<file path="src/core/tog_regs.svh">
// Register map, field positions, reset values and timing counts.
// Operation
// - Heartbeat divides 1 MHz by both divisors.
// - Each divisor is 16 bits, 2 to 65535.
// - Divisor 0 or 1 holds heartbeat high.
// - Synchronous mode below 1 Hz holds heartbeat high.
// - Synchronous heartbeat realigns at each 1 PPS.
// - Heartbeat or synthesizer drives the shared pin.
// - Synthesizer frequency is tuning word over 32.
// - Continuous mode realigns synthesizer every second.
// - Fractional aligns once; new word realigns again.
// - Divider source: raw, multiplied or 100 MHz.
// - Decade mode divides by ten^0 to ten^7.
// - Period mode half period is value plus two.
// - Multiplier factors 1,2,3,4,6,8,10,16.
// - Synthesizer output edges can raise interrupts.
// - Power-on restores stored synthesizer settings.
// - Strobe pulse lasts exactly one microsecond.
// - Strobe mode 0 full time, 1 subsecond.
// - Seven interrupt sources, each with mask bit.
// - Firing source sets its flag bit.
// - Flag bits map to the seven fixed sources.
// - 1 PPS output is 60 us pulse.
// - Fixed output selects 1, 5 or 10 MHz.
`ifndef TOG_REGS_SVH
`define TOG_REGS_SVH

`define TOG_OFS_DIVISORS 8'h00
`define TOG_OFS_TUNING 8'h04
`define TOG_OFS_PERIOD 8'h08
`define TOG_OFS_STB_MINOR 8'h0c
`define TOG_OFS_CONTROL 8'h10
`define TOG_OFS_STB_MAJOR 8'h14
`define TOG_OFS_MASK 8'h18
`define TOG_OFS_FLAGS 8'h1c

`define TOG_CTL_HB_SYNC 0
`define TOG_CTL_OUT_SEL 1
`define TOG_CTL_DDS_CONT 2
`define TOG_CTL_DIV_SRC 3
`define TOG_CTL_PERIOD 5
`define TOG_CTL_DECADE 6
`define TOG_CTL_MULT 9
`define TOG_CTL_STB_MODE 12
`define TOG_CTL_EDGE_POL 13
`define TOG_CTL_FSEL 14
`define TOG_CTL_DDS_MASK 32'h0000_0ffc

`define TOG_RST_DIVISORS 32'h0002_0002
`define TOG_RST_CONTROL 32'h0000_0000
`define TOG_RST_MASK 32'h0000_0000

`define TOG_CLK_MHZ 100
`define TOG_TICK_CYC (`TOG_CLK_MHZ)
`define TOG_HB_MAX_PROD 1000000
`define TOG_DDS_MOD (37'd32 * 37'd100000000)
`define TOG_STB_NS 1000
`define TOG_STB_CYC (`TOG_STB_NS * `TOG_CLK_MHZ / 1000)
`define TOG_PPS_US 60
`define TOG_PPS_CYC (`TOG_PPS_US * `TOG_CLK_MHZ)
`define TOG_F1_HALF (`TOG_CLK_MHZ / 2)
`define TOG_F5_HALF (`TOG_CLK_MHZ / 10)
`define TOG_F10_HALF (`TOG_CLK_MHZ / 20)

`endif

</file>
<file path="src/core/tog_pkg.sv">
// Types shared by the timing output generator.
package tog_pkg;
  typedef enum logic [1:0] {
    TOG_SRC_RAW = 2'b00,
    TOG_SRC_MULT = 2'b01,
    TOG_SRC_PLL = 2'b10,
    TOG_SRC_RSVD = 2'b11
  } tog_src_t;

  typedef enum logic [1:0] {
    TOG_F_1MHZ = 2'b00,
    TOG_F_5MHZ = 2'b01,
    TOG_F_10MHZ = 2'b10,
    TOG_F_RSVD = 2'b11
  } tog_fsel_t;

  typedef logic [36:0] tog_phase_t;
endpackage

</file>
<file path="src/core/tog_dds_if.sv">
// Carrier between the controller and one phase accumulator.
`timescale 1ns/10ps
`default_nettype none
interface tog_dds_if;
  import tog_pkg::*;
  tog_phase_t step;
  logic clear;
  logic wave;
  logic rise;
  modport acc (input step, input clear, output wave, output rise);
  modport ctl (output step, output clear, input wave, input rise);
endinterface
`default_nettype wire

</file>
<file path="src/core/tog_dds_acc.sv">
// Modulo phase accumulator producing a square wave.
`timescale 1ns/10ps
`default_nettype none
`include "tog_regs.svh"
module tog_dds_acc
  import tog_pkg::*;
(
  input wire logic clk_i,
  input wire logic rst_i,
  tog_dds_if.acc dds
);
  tog_phase_t acc_q;
  tog_phase_t acc_d;
  tog_phase_t sum;
  logic wave_q;
  logic wave_d;

  assign sum = acc_q + dds.step;
  assign acc_d = dds.clear ? '0 :
                 (sum >= `TOG_DDS_MOD) ? sum - `TOG_DDS_MOD : sum;
  assign wave_d = acc_d < (`TOG_DDS_MOD >> 1);
  assign dds.wave = wave_q;
  assign dds.rise = wave_d & ~wave_q;

  always_ff @(posedge clk_i or posedge rst_i) begin
    if (rst_i) begin
      acc_q <= '0;
      wave_q <= 1'b0;
    end else begin
      acc_q <= acc_d;
      wave_q <= wave_d;
    end
  end
endmodule // tog_dds_acc
`default_nettype wire

</file>
<file path="src/core/tog_top.sv">
// Timing output generator: heartbeat, synthesizer, strobe, interrupts.
`timescale 1ns/10ps
`default_nettype none
`include "tog_regs.svh"
module tog_top
  import tog_pkg::*;
#(
  parameter int unsigned PPS_CYCLES = `TOG_PPS_CYC
) (
  input wire logic clk_i,
  input wire logic rst_i,
  input wire logic [7:0] reg_addr_i,
  input wire logic reg_wr_i,
  input wire logic reg_rd_i,
  input wire logic [31:0] reg_wdata_i,
  output logic [31:0] reg_rdata_o,
  input wire logic [31:0] nv_tuning_i,
  input wire logic [31:0] nv_period_i,
  input wire logic [31:0] nv_control_i,
  input wire logic pps_i,
  input wire logic [31:0] major_time_i,
  input wire logic [19:0] minor_time_i,
  input wire logic event_i,
  input wire logic event2_i,
  input wire logic event3_i,
  input wire logic rx_packet_i,
  output logic shared_out_o,
  output logic strobe_o,
  output logic pps_o,
  output logic freq_o,
  output logic irq_o
);
  // ----------------------------------------------------------------
  // Register file
  // ----------------------------------------------------------------
  logic [31:0] divisors_q;
  logic [31:0] tuning_q;
  logic [31:0] period_q;
  logic [19:0] stb_minor_q;
  logic [31:0] stb_major_q;
  logic [31:0] control_q;
  logic [6:0] mask_q;
  logic [6:0] flags_q;
  logic [6:0] flags_d;
  logic [6:0] int_evt;
  logic [31:0] rdata_q;
  logic [31:0] rdata_d;
  logic restore_q;
  logic wr_div;
  logic wr_tun;
  logic wr_per;
  logic wr_smin;
  logic wr_ctl;
  logic wr_smaj;
  logic wr_mask;
  logic wr_flag;

  assign wr_div = reg_wr_i & (reg_addr_i == `TOG_OFS_DIVISORS);
  assign wr_tun = reg_wr_i & (reg_addr_i == `TOG_OFS_TUNING);
  assign wr_per = reg_wr_i & (reg_addr_i == `TOG_OFS_PERIOD);
  assign wr_smin = reg_wr_i & (reg_addr_i == `TOG_OFS_STB_MINOR);
  assign wr_ctl = reg_wr_i & (reg_addr_i == `TOG_OFS_CONTROL);
  assign wr_smaj = reg_wr_i & (reg_addr_i == `TOG_OFS_STB_MAJOR);
  assign wr_mask = reg_wr_i & (reg_addr_i == `TOG_OFS_MASK);
  assign wr_flag = reg_wr_i & (reg_addr_i == `TOG_OFS_FLAGS);

  always_comb begin
    unique case (reg_addr_i)
      `TOG_OFS_DIVISORS: rdata_d = divisors_q;
      `TOG_OFS_TUNING: rdata_d = tuning_q;
      `TOG_OFS_PERIOD: rdata_d = period_q;
      `TOG_OFS_STB_MINOR: rdata_d = {12'h000, stb_minor_q};
      `TOG_OFS_CONTROL: rdata_d = control_q;
      `TOG_OFS_STB_MAJOR: rdata_d = stb_major_q;
      `TOG_OFS_MASK: rdata_d = {25'h0000000, mask_q};
      `TOG_OFS_FLAGS: rdata_d = {25'h0000000, flags_q};
      default: rdata_d = 32'h0000_0000;
    endcase
  end

  // Software clears flags by writing ones; a new event wins the clear.
  assign flags_d = (flags_q & ~({7{wr_flag}} & reg_wdata_i[6:0]))
                   | int_evt;

  always_ff @(posedge clk_i or posedge rst_i) begin
    if (rst_i) begin
      restore_q <= 1'b1;
      divisors_q <= `TOG_RST_DIVISORS;
      tuning_q <= 32'h0000_0000;
      period_q <= 32'h0000_0000;
      stb_minor_q <= 20'h00000;
      stb_major_q <= 32'h0000_0000;
      control_q <= `TOG_RST_CONTROL;
      mask_q <= 7'h00;
      flags_q <= 7'h00;
      rdata_q <= 32'h0000_0000;
    end else begin
      restore_q <= 1'b0;
      if (restore_q) begin
        tuning_q <= nv_tuning_i;
        period_q <= nv_period_i;
        control_q <= nv_control_i & `TOG_CTL_DDS_MASK;
      end else begin
        if (wr_tun) tuning_q <= reg_wdata_i;
        if (wr_per) period_q <= reg_wdata_i;
        if (wr_ctl) control_q <= reg_wdata_i;
      end
      if (wr_div) divisors_q <= reg_wdata_i;
      if (wr_smin) stb_minor_q <= reg_wdata_i[19:0];
      if (wr_smaj) stb_major_q <= reg_wdata_i;
      if (wr_mask) mask_q <= reg_wdata_i[6:0];
      flags_q <= flags_d;
      if (reg_rd_i) rdata_q <= rdata_d;
    end
  end

  assign reg_rdata_o = rdata_q;

  // ----------------------------------------------------------------
  // Control fields
  // ----------------------------------------------------------------
  logic hb_sync;
  logic out_sel;
  logic dds_cont;
  tog_src_t div_src;
  logic period_mode;
  logic [2:0] decade;
  logic [2:0] mult_sel;
  logic stb_mode;
  logic edge_pol;
  tog_fsel_t fsel;
  logic [15:0] first_divisor;
  logic [15:0] second_divisor;

  assign hb_sync = control_q[`TOG_CTL_HB_SYNC];
  assign out_sel = control_q[`TOG_CTL_OUT_SEL];
  assign dds_cont = control_q[`TOG_CTL_DDS_CONT];
  assign div_src = tog_src_t'(control_q[`TOG_CTL_DIV_SRC +: 2]);
  assign period_mode = control_q[`TOG_CTL_PERIOD];
  assign decade = control_q[`TOG_CTL_DECADE +: 3];
  assign mult_sel = control_q[`TOG_CTL_MULT +: 3];
  assign stb_mode = control_q[`TOG_CTL_STB_MODE];
  assign edge_pol = control_q[`TOG_CTL_EDGE_POL];
  assign fsel = tog_fsel_t'(control_q[`TOG_CTL_FSEL +: 2]);
  assign first_divisor = divisors_q[15:0];
  assign second_divisor = divisors_q[31:16];

  // ----------------------------------------------------------------
  // Heartbeat divider
  // ----------------------------------------------------------------
  logic [6:0] us_cnt_q;
  logic us_tick;
  logic [15:0] c1_q;
  logic [15:0] c2_q;
  logic c1_wrap;
  logic [31:0] hb_prod;
  logic hb_force;
  logic hb_realign;
  logic hb_q;

  assign hb_realign = hb_sync & pps_i;
  assign us_tick = us_cnt_q == 7'(`TOG_TICK_CYC - 1);
  assign c1_wrap = us_tick & (c1_q == first_divisor - 16'h0001);
  assign hb_prod = first_divisor * second_divisor;
  assign hb_force = (first_divisor < 16'h0002)
                    | (second_divisor < 16'h0002)
                    | (hb_sync & (hb_prod > `TOG_HB_MAX_PROD));

  always_ff @(posedge clk_i or posedge rst_i) begin
    if (rst_i) begin
      us_cnt_q <= 7'h00;
      c1_q <= 16'h0000;
      c2_q <= 16'h0000;
      hb_q <= 1'b1;
    end else begin
      if (hb_realign | us_tick) us_cnt_q <= 7'h00;
      else us_cnt_q <= us_cnt_q + 7'h01;
      if (hb_realign | c1_wrap) c1_q <= 16'h0000;
      else if (us_tick) c1_q <= c1_q + 16'h0001;
      if (hb_realign) begin
        c2_q <= 16'h0000;
      end else if (c1_wrap) begin
        if (c2_q == second_divisor - 16'h0001) c2_q <= 16'h0000;
        else c2_q <= c2_q + 16'h0001;
      end
      hb_q <= hb_force | (c2_q < (second_divisor >> 1));
    end
  end

  // ----------------------------------------------------------------
  // Synthesizer and multiplier
  // ----------------------------------------------------------------
  function automatic logic [4:0] mult_factor(input logic [2:0] sel);
    logic [4:0] f;
    f = 5'd1;
    unique case (sel)
      3'd0: f = 5'd1;
      3'd1: f = 5'd2;
      3'd2: f = 5'd3;
      3'd3: f = 5'd4;
      3'd4: f = 5'd6;
      3'd5: f = 5'd8;
      3'd6: f = 5'd10;
      3'd7: f = 5'd16;
    endcase
    return f;
  endfunction

  tog_dds_if raw_if ();
  tog_dds_if mul_if ();
  logic resync_q;
  logic dds_align;

  // Fractional mode aligns only when a new word or mode is pending.
  assign dds_align = pps_i & (dds_cont | resync_q);
  assign raw_if.step = tog_phase_t'(tuning_q);
  assign mul_if.step = tog_phase_t'(tuning_q)
                       * tog_phase_t'(mult_factor(mult_sel));
  assign raw_if.clear = dds_align;
  assign mul_if.clear = dds_align;

  always_ff @(posedge clk_i or posedge rst_i) begin
    if (rst_i) begin
      resync_q <= 1'b1;
    end else if (wr_tun | wr_ctl | restore_q) begin
      resync_q <= 1'b1;
    end else if (pps_i) begin
      resync_q <= 1'b0;
    end
  end

  tog_dds_acc u_raw (
    .clk_i(clk_i),
    .rst_i(rst_i),
    .dds(raw_if)
  );

  tog_dds_acc u_mul (
    .clk_i(clk_i),
    .rst_i(rst_i),
    .dds(mul_if)
  );

  // ----------------------------------------------------------------
  // Output divider
  // ----------------------------------------------------------------
  function automatic logic [31:0] pow10(input logic [2:0] e);
    logic [31:0] v;
    v = 32'd1;
    for (int i = 0; i < 7; i++) begin
      if (i < int'(e)) v = v * 32'd10;
    end
    return v;
  endfunction

  logic pll_q;
  logic src_lvl;
  logic src_rise;
  logic [31:0] div_lim;
  logic [31:0] div_cnt_q;
  logic per_q;
  logic div_lvl;
  logic dds_out;

  assign src_lvl = (div_src == TOG_SRC_RAW) ? raw_if.wave :
                   (div_src == TOG_SRC_MULT) ? mul_if.wave : pll_q;
  assign src_rise = (div_src == TOG_SRC_RAW) ? raw_if.rise :
                    (div_src == TOG_SRC_MULT) ? mul_if.rise : 1'b1;
  assign div_lim = pow10(decade);
  assign div_lvl = (decade == 3'd0) ? src_lvl :
                   (div_cnt_q < (div_lim >> 1));
  assign dds_out = period_mode ? per_q : div_lvl;

  always_ff @(posedge clk_i or posedge rst_i) begin
    if (rst_i) begin
      pll_q <= 1'b0;
      div_cnt_q <= 32'h0000_0000;
      per_q <= 1'b0;
    end else begin
      pll_q <= ~pll_q;
      if (dds_align) begin
        div_cnt_q <= 32'h0000_0000;
        per_q <= 1'b0;
      end else if (src_rise) begin
        if (period_mode) begin
          if (div_cnt_q >= period_q + 32'd1) begin
            div_cnt_q <= 32'h0000_0000;
            per_q <= ~per_q;
          end else begin
            div_cnt_q <= div_cnt_q + 32'd1;
          end
        end else if (div_cnt_q >= div_lim - 32'd1) begin
          div_cnt_q <= 32'h0000_0000;
        end else begin
          div_cnt_q <= div_cnt_q + 32'd1;
        end
      end
    end
  end

  // ----------------------------------------------------------------
  // Shared output pin
  // ----------------------------------------------------------------
  logic shared_q;

  always_ff @(posedge clk_i or posedge rst_i) begin
    if (rst_i) shared_q <= 1'b1;
    else shared_q <= out_sel ? dds_out : hb_q;
  end

  assign shared_out_o = shared_q;

  // ----------------------------------------------------------------
  // Coincidence strobe
  // ----------------------------------------------------------------
  logic stb_hit;
  logic stb_hit_q;
  logic [6:0] stb_cnt_q;
  logic strobe_q;

  assign stb_hit = (minor_time_i == stb_minor_q)
                   & (stb_mode | (major_time_i == stb_major_q));

  always_ff @(posedge clk_i or posedge rst_i) begin
    if (rst_i) begin
      stb_hit_q <= 1'b0;
      stb_cnt_q <= 7'h00;
      strobe_q <= 1'b0;
    end else begin
      stb_hit_q <= stb_hit;
      if (stb_hit & ~stb_hit_q) begin
        stb_cnt_q <= 7'(`TOG_STB_CYC - 1);
        strobe_q <= 1'b1;
      end else if (stb_cnt_q != 7'h00) begin
        stb_cnt_q <= stb_cnt_q - 7'h01;
      end else begin
        strobe_q <= 1'b0;
      end
    end
  end

  assign strobe_o = strobe_q;

  // ----------------------------------------------------------------
  // 1 PPS output and fixed frequency
  // ----------------------------------------------------------------
  logic [12:0] pps_cnt_q;
  logic pps_q;
  logic [6:0] f_cnt_q;
  logic [6:0] f_half;
  logic freq_q;

  assign f_half = (fsel == TOG_F_5MHZ) ? 7'(`TOG_F5_HALF) :
                  (fsel == TOG_F_10MHZ) ? 7'(`TOG_F10_HALF) :
                  7'(`TOG_F1_HALF);

  always_ff @(posedge clk_i or posedge rst_i) begin
    if (rst_i) begin
      pps_cnt_q <= 13'h0000;
      pps_q <= 1'b0;
      f_cnt_q <= 7'h00;
      freq_q <= 1'b0;
    end else begin
      if (pps_i) begin
        pps_cnt_q <= 13'(PPS_CYCLES - 1);
        pps_q <= 1'b1;
      end else if (pps_cnt_q != 13'h0000) begin
        pps_cnt_q <= pps_cnt_q - 13'h0001;
      end else begin
        pps_q <= 1'b0;
      end
      if (f_cnt_q >= f_half - 7'h01) begin
        f_cnt_q <= 7'h00;
        freq_q <= ~freq_q;
      end else begin
        f_cnt_q <= f_cnt_q + 7'h01;
      end
    end
  end

  assign pps_o = pps_q;
  assign freq_o = freq_q;

  // ----------------------------------------------------------------
  // Interrupt sources
  // ----------------------------------------------------------------
  logic ev_q;
  logic ev2_q;
  logic ev3_q;
  logic out_prev_q;
  logic stb_prev_q;
  logic pps_prev_q;

  always_ff @(posedge clk_i or posedge rst_i) begin
    if (rst_i) begin
      ev_q <= 1'b0;
      ev2_q <= 1'b0;
      ev3_q <= 1'b0;
      out_prev_q <= 1'b1;
      stb_prev_q <= 1'b0;
      pps_prev_q <= 1'b0;
    end else begin
      ev_q <= event_i;
      ev2_q <= event2_i;
      ev3_q <= event3_i;
      out_prev_q <= shared_q;
      stb_prev_q <= strobe_q;
      pps_prev_q <= pps_q;
    end
  end

  // Edge polarity high picks falling edges on sources 0 and 1.
  assign int_evt[0] = edge_pol ? (ev_q & ~event_i)
                               : (~ev_q & event_i);
  assign int_evt[1] = edge_pol ? (out_prev_q & ~shared_q)
                               : (~out_prev_q & shared_q);
  assign int_evt[2] = strobe_q & ~stb_prev_q;
  assign int_evt[3] = pps_q & ~pps_prev_q;
  assign int_evt[4] = rx_packet_i;
  assign int_evt[5] = ev2_q ^ event2_i;
  assign int_evt[6] = ev3_q ^ event3_i;

  assign irq_o = |(flags_q & mask_q);
endmodule // tog_top
`default_nettype wire

</file>
<file path="config.mk">
export PLATFORM = sky130hd
export DESIGN_NAME = tog_top
export DESIGN_NICKNAME = d
export VERILOG_FILES = /design/src/core/tog_pkg.sv /design/src/core/tog_dds_if.sv /design/src/core/tog_dds_acc.sv /design/src/core/tog_top.sv
export VERILOG_INCLUDE_DIRS = /design/src /design/src/core
export SDC_FILE = /design/constraint.sdc
export NUM_CORES = 2
export LEC_CHECK = 0
export ABC_AREA = 0
export BUFFER_PORTS_ARGS = -buffer_cell sky130_fd_sc_hd__buf_4
export CAP_MARGIN = 30
export CORE_ASPECT_RATIO = 1.25
export CORE_MARGIN = 2
export CORE_UTILIZATION = 51
export DETAILED_ROUTE_END_ITERATION = 16
export PLACE_DENSITY = 0.68
export SLEW_MARGIN = 10
export SYNTH_ARGS = -nofsm -noshare
export SYNTH_HDL_FRONTEND = slang
export SYNTH_SLANG_ARGS = --single-unit
export TNS_END_PERCENT = 1
</file>
<file path="constraint.sdc">
create_clock -name clk_i -period 17.6 [get_ports clk_i]
set_clock_uncertainty 0.05 [all_clocks]
set_input_delay 0.88 -clock clk_i [delete_from_list [all_inputs] [get_ports clk_i]]
set_output_delay 0.88 -clock clk_i [all_outputs]
set_load 0.1 [all_outputs]
</file>
==> impl_metrics.csv <==
group,metric,value,unit
run_status,status,"finished, final reports clean",
setup_path,required,18050,ps
synthesis,synth_edf_count,0,
route,drc,0,
route,drtIter0Drc,3248,
sta,layout_min_cycle_time,11950,ps
cts,cts_resized,0,
sta,tns,0,ps
layout,fill_cells,8184,
layout,area_delta_synth_final,9.64,%
layout,multi_input_area,0.0321,sq mm
hold_path,hp-class,"primary input to async pin",
layout,num-nets-final,6163,
sta,hold_viol,0,
global_route,grt_max_degree,95,
setup_path,r2r_slack,5650,ps
cts,h-tree-depth,2,
die,die_area,0.0909,sq mm
cts,clk_latency,610,ps
power,ir_worst_vdd,132,uV
placed_design,gp_congestion,0.975,
power,p_leak,24.1,nW
setup_path,path_class,"register to register",
route,postRouteAntennaNets,0,
route,wl,145,mm
synthesis,ys_warn_count,0,
sta,worstMarginPinSlew,1090,ps
sta,drv_slew,0,
job,drv_cap,0,
setup_path,arrival,12400,ps
cts,hold_buffers,0,
synthesis,ys_async_sr_fraction,1.00,
die,start_util,0.513,
setup_path,crit_slowest_cell,"dfrtp_1",
synthesis,syn_area,0.0452,sq mm
route,vias,39400,
power,p_per_area,119,mW/mm^2
cts,clkTransAtPathRegs,60,ps
synthesis,synth_seq_cells,416,
synthesis,postSynthCellCount,5143,
synthesis,syn-mean-instance-area,8.78,sq um
global_route,grt_pass1_vias,39700,
cts,post_cts_buffers,0,
global_route,grt_pass1_wl,225,mm
layout,drive_gt1_frac,0.103,
placed_design,dpl-instance-area,0.0477,sq mm
sta,slew_headroom,0.268,
die,ios,234,
sta,finalCritPeriodShare,0.679,
sta,rsz0062_at_grt,"false",
sta,max_freq,83.7,MHz
die,die_h,337,microns
placed_design,portBuffers,211,
setup_path,reg2regPathDepth,48,
cts,cts_buffers,48,
setup_path,path_max_fanout,32,
layout,fin_area,0.0495,sq mm
layout,seqCellArea,0.0104,sq mm
die,fp.coreArea,0.0881,sq mm
setup_path,end_kind,"register",
setup_path,rr_endpoint,"div_cnt_q[14]",
global_route,antenna_found_initial,8,
global_route,grt-ovfl-total,0,
synthesis,synthFlopType,"dfrtp_1",
setup_path,slowest_delay,690,ps
setup_path,worstSetupStartpointType,"register",
setup_path,reg2reg_from,"control_q[7]",
cts,root_buffer,"clkbuf_16",
route,viasPerCell,6.11,
die,fp.dieW,270,microns
die,rows,122,
synthesis,synth_cell_type_count,104,
synthesis,ys_seq_area_frac,0.231,
route,dr.pass1.iters,6,
cts,cts_tree,"built",
cts,cts_sinks,416,
global_route,grt.total_usage,0.316,
power,total_power,5.89,mW
placed_design,dp_hpwl,112,mm
sta,setup_viol,0,
route,wl_per_cell,22.4,microns
cts,cts.path.max_buffers,3,
## cells in the final DEF (no fill, tap or decap), types with 57 or more instances in the layout
master	Yosys	routed
buf_4	4	259
xnor2_1	191	191
mux2_2	100	100
nor3_1	87	83
nand3_1	94	93
a21oi_1	215	215
a21o_1	82	82
ha_1	418	418
fa_1	323	323
inv_1	479	478
and2_1	172	172
nand4_1	70	70
o21ai_0	248	246
nor2_1	289	286
dfrtp_1	409	409
xor2_1	127	127
a22oi_1	57	57
mux2i_1	92	92
and3_1	85	85
nand2_1	647	646
## report_power, final
group / total [mW] / internal, mW / switching (mW)
Sequential: 1.24 / 1.09 / 0.149
Combinational: 3.60 / 1.36 / 2.24
Clock: 1.04 / 0.595 / 0.445
## registers in the layout (all words and copies together), names as in the netlist, 32 cells and up
| name | count |
|---|---|
| u_raw.acc_q | 37 |
| divisors_q | 32 |
| tuning_q | 32 |
| period_q | 32 |
| u_mul.acc_q | 37 |
| div_cnt_q | 32 |
| control_q | 32 |
| reg_rdata_o | 32 |
| stb_major_q | 32 |
## per-stage QoR
step	hold slack [ps]	std cells	setup slack, ps	utilization
2_1_floorplan	345	5151	5100	-
3_3_place_gp	355	6344	5990	0.542
3_5_place_dp	372	6345	5830	0.542
4_1_cts	276	6434	5800	0.560
5_1_grt	290	6442	4620	0.562
6_report	239	6443	5650	0.562
## worst max path at each step
| stage | cells after the start | to | slack [ps] | from |
|---|---|---|---|---|
| after CTS | 48 | div_cnt_q[17] | 5800 | control_q[7] |
| after global routing | 48 | div_cnt_q[27] | 4620 | control_q[7] |
| after detailed placement | 48 | div_cnt_q[2] | 5830 | control_q[7] |
| after global placement | 46 | div_cnt_q[2] | 5990 | control_q[7] |
| final | 48 | div_cnt_q[14] | 5650 | control_q[7] |
| after floorplan | 1 | c1_q[0] | 5100 | rst_i |
## critical path, delay by kind of cell (launching register included)
kind                       cells  cell delay (ps)
adders and majority gates      8             2670
and+or+nand+nor               12             2940
xor gates and xnor gates       2              230
AOI/OAI and AO/OA             20             3970
muxes                          1              300
buffers and inverters          5              950
DFF                            1              690
## metal layers
metal,wire [microns],global-route usage
met1,55800,0.385
met2,66700,0.518
met3,14400,0.0901
met4,7670,0.152
met5,57,0
## final cells by class
cell class	instances	share of cell area
tap	1178	0.0298
clock buffer	66	0.0279
inverter	480	0.0365
sequential	416	0.211
timing repair buffer	268	0.0431
clock inverter	23	0.00447
multi-input combinational	4011	0.648
antenna	1	0.0000505
## cell families after synthesis
group / Yosys count / synth area share
xor+xnor: 318 / 0.0617
simple gates: 1698 / 0.182
buf+inv: 724 / 0.0617
other cells: 2 / 0.000166
compound gates: 1052 / 0.159
flops: 416 / 0.231
mux: 192 / 0.0453
fa+ha+maj: 741 / 0.259
## cell usage after synthesis (all sizes together), types with 36 or more instances
cell type | n | area share
and3 | 85 | 0.012
nand3 | 95 | 0.011
o21ai | 262 | 0.029
mux2i | 92 | 0.020
xor2 | 127 | 0.025
nor3 | 90 | 0.010
xnor2 | 191 | 0.037
a21oi | 218 | 0.024
o22ai | 44 | 0.0061
a22oi | 57 | 0.0095
or3 | 47 | 0.0066
nor2b | 40 | 0.0055
clkbuf | 207 | 0.017
nor4 | 41 | 0.0063
and2 | 174 | 0.024
a221oi | 37 | 0.0077
nand2 | 648 | 0.054
a21o | 82 | 0.014
inv | 479 | 0.040
o31ai | 36 | 0.0087
mux2 | 100 | 0.025
nor2 | 289 | 0.024
ha | 418 | 0.12
nand2b | 38 | 0.0053
nand4 | 70 | 0.0097
buf | 37 | 0.0046
dfrtp | 409 | 0.23
fa | 323 | 0.14
(Power assumes the default switching activity.)
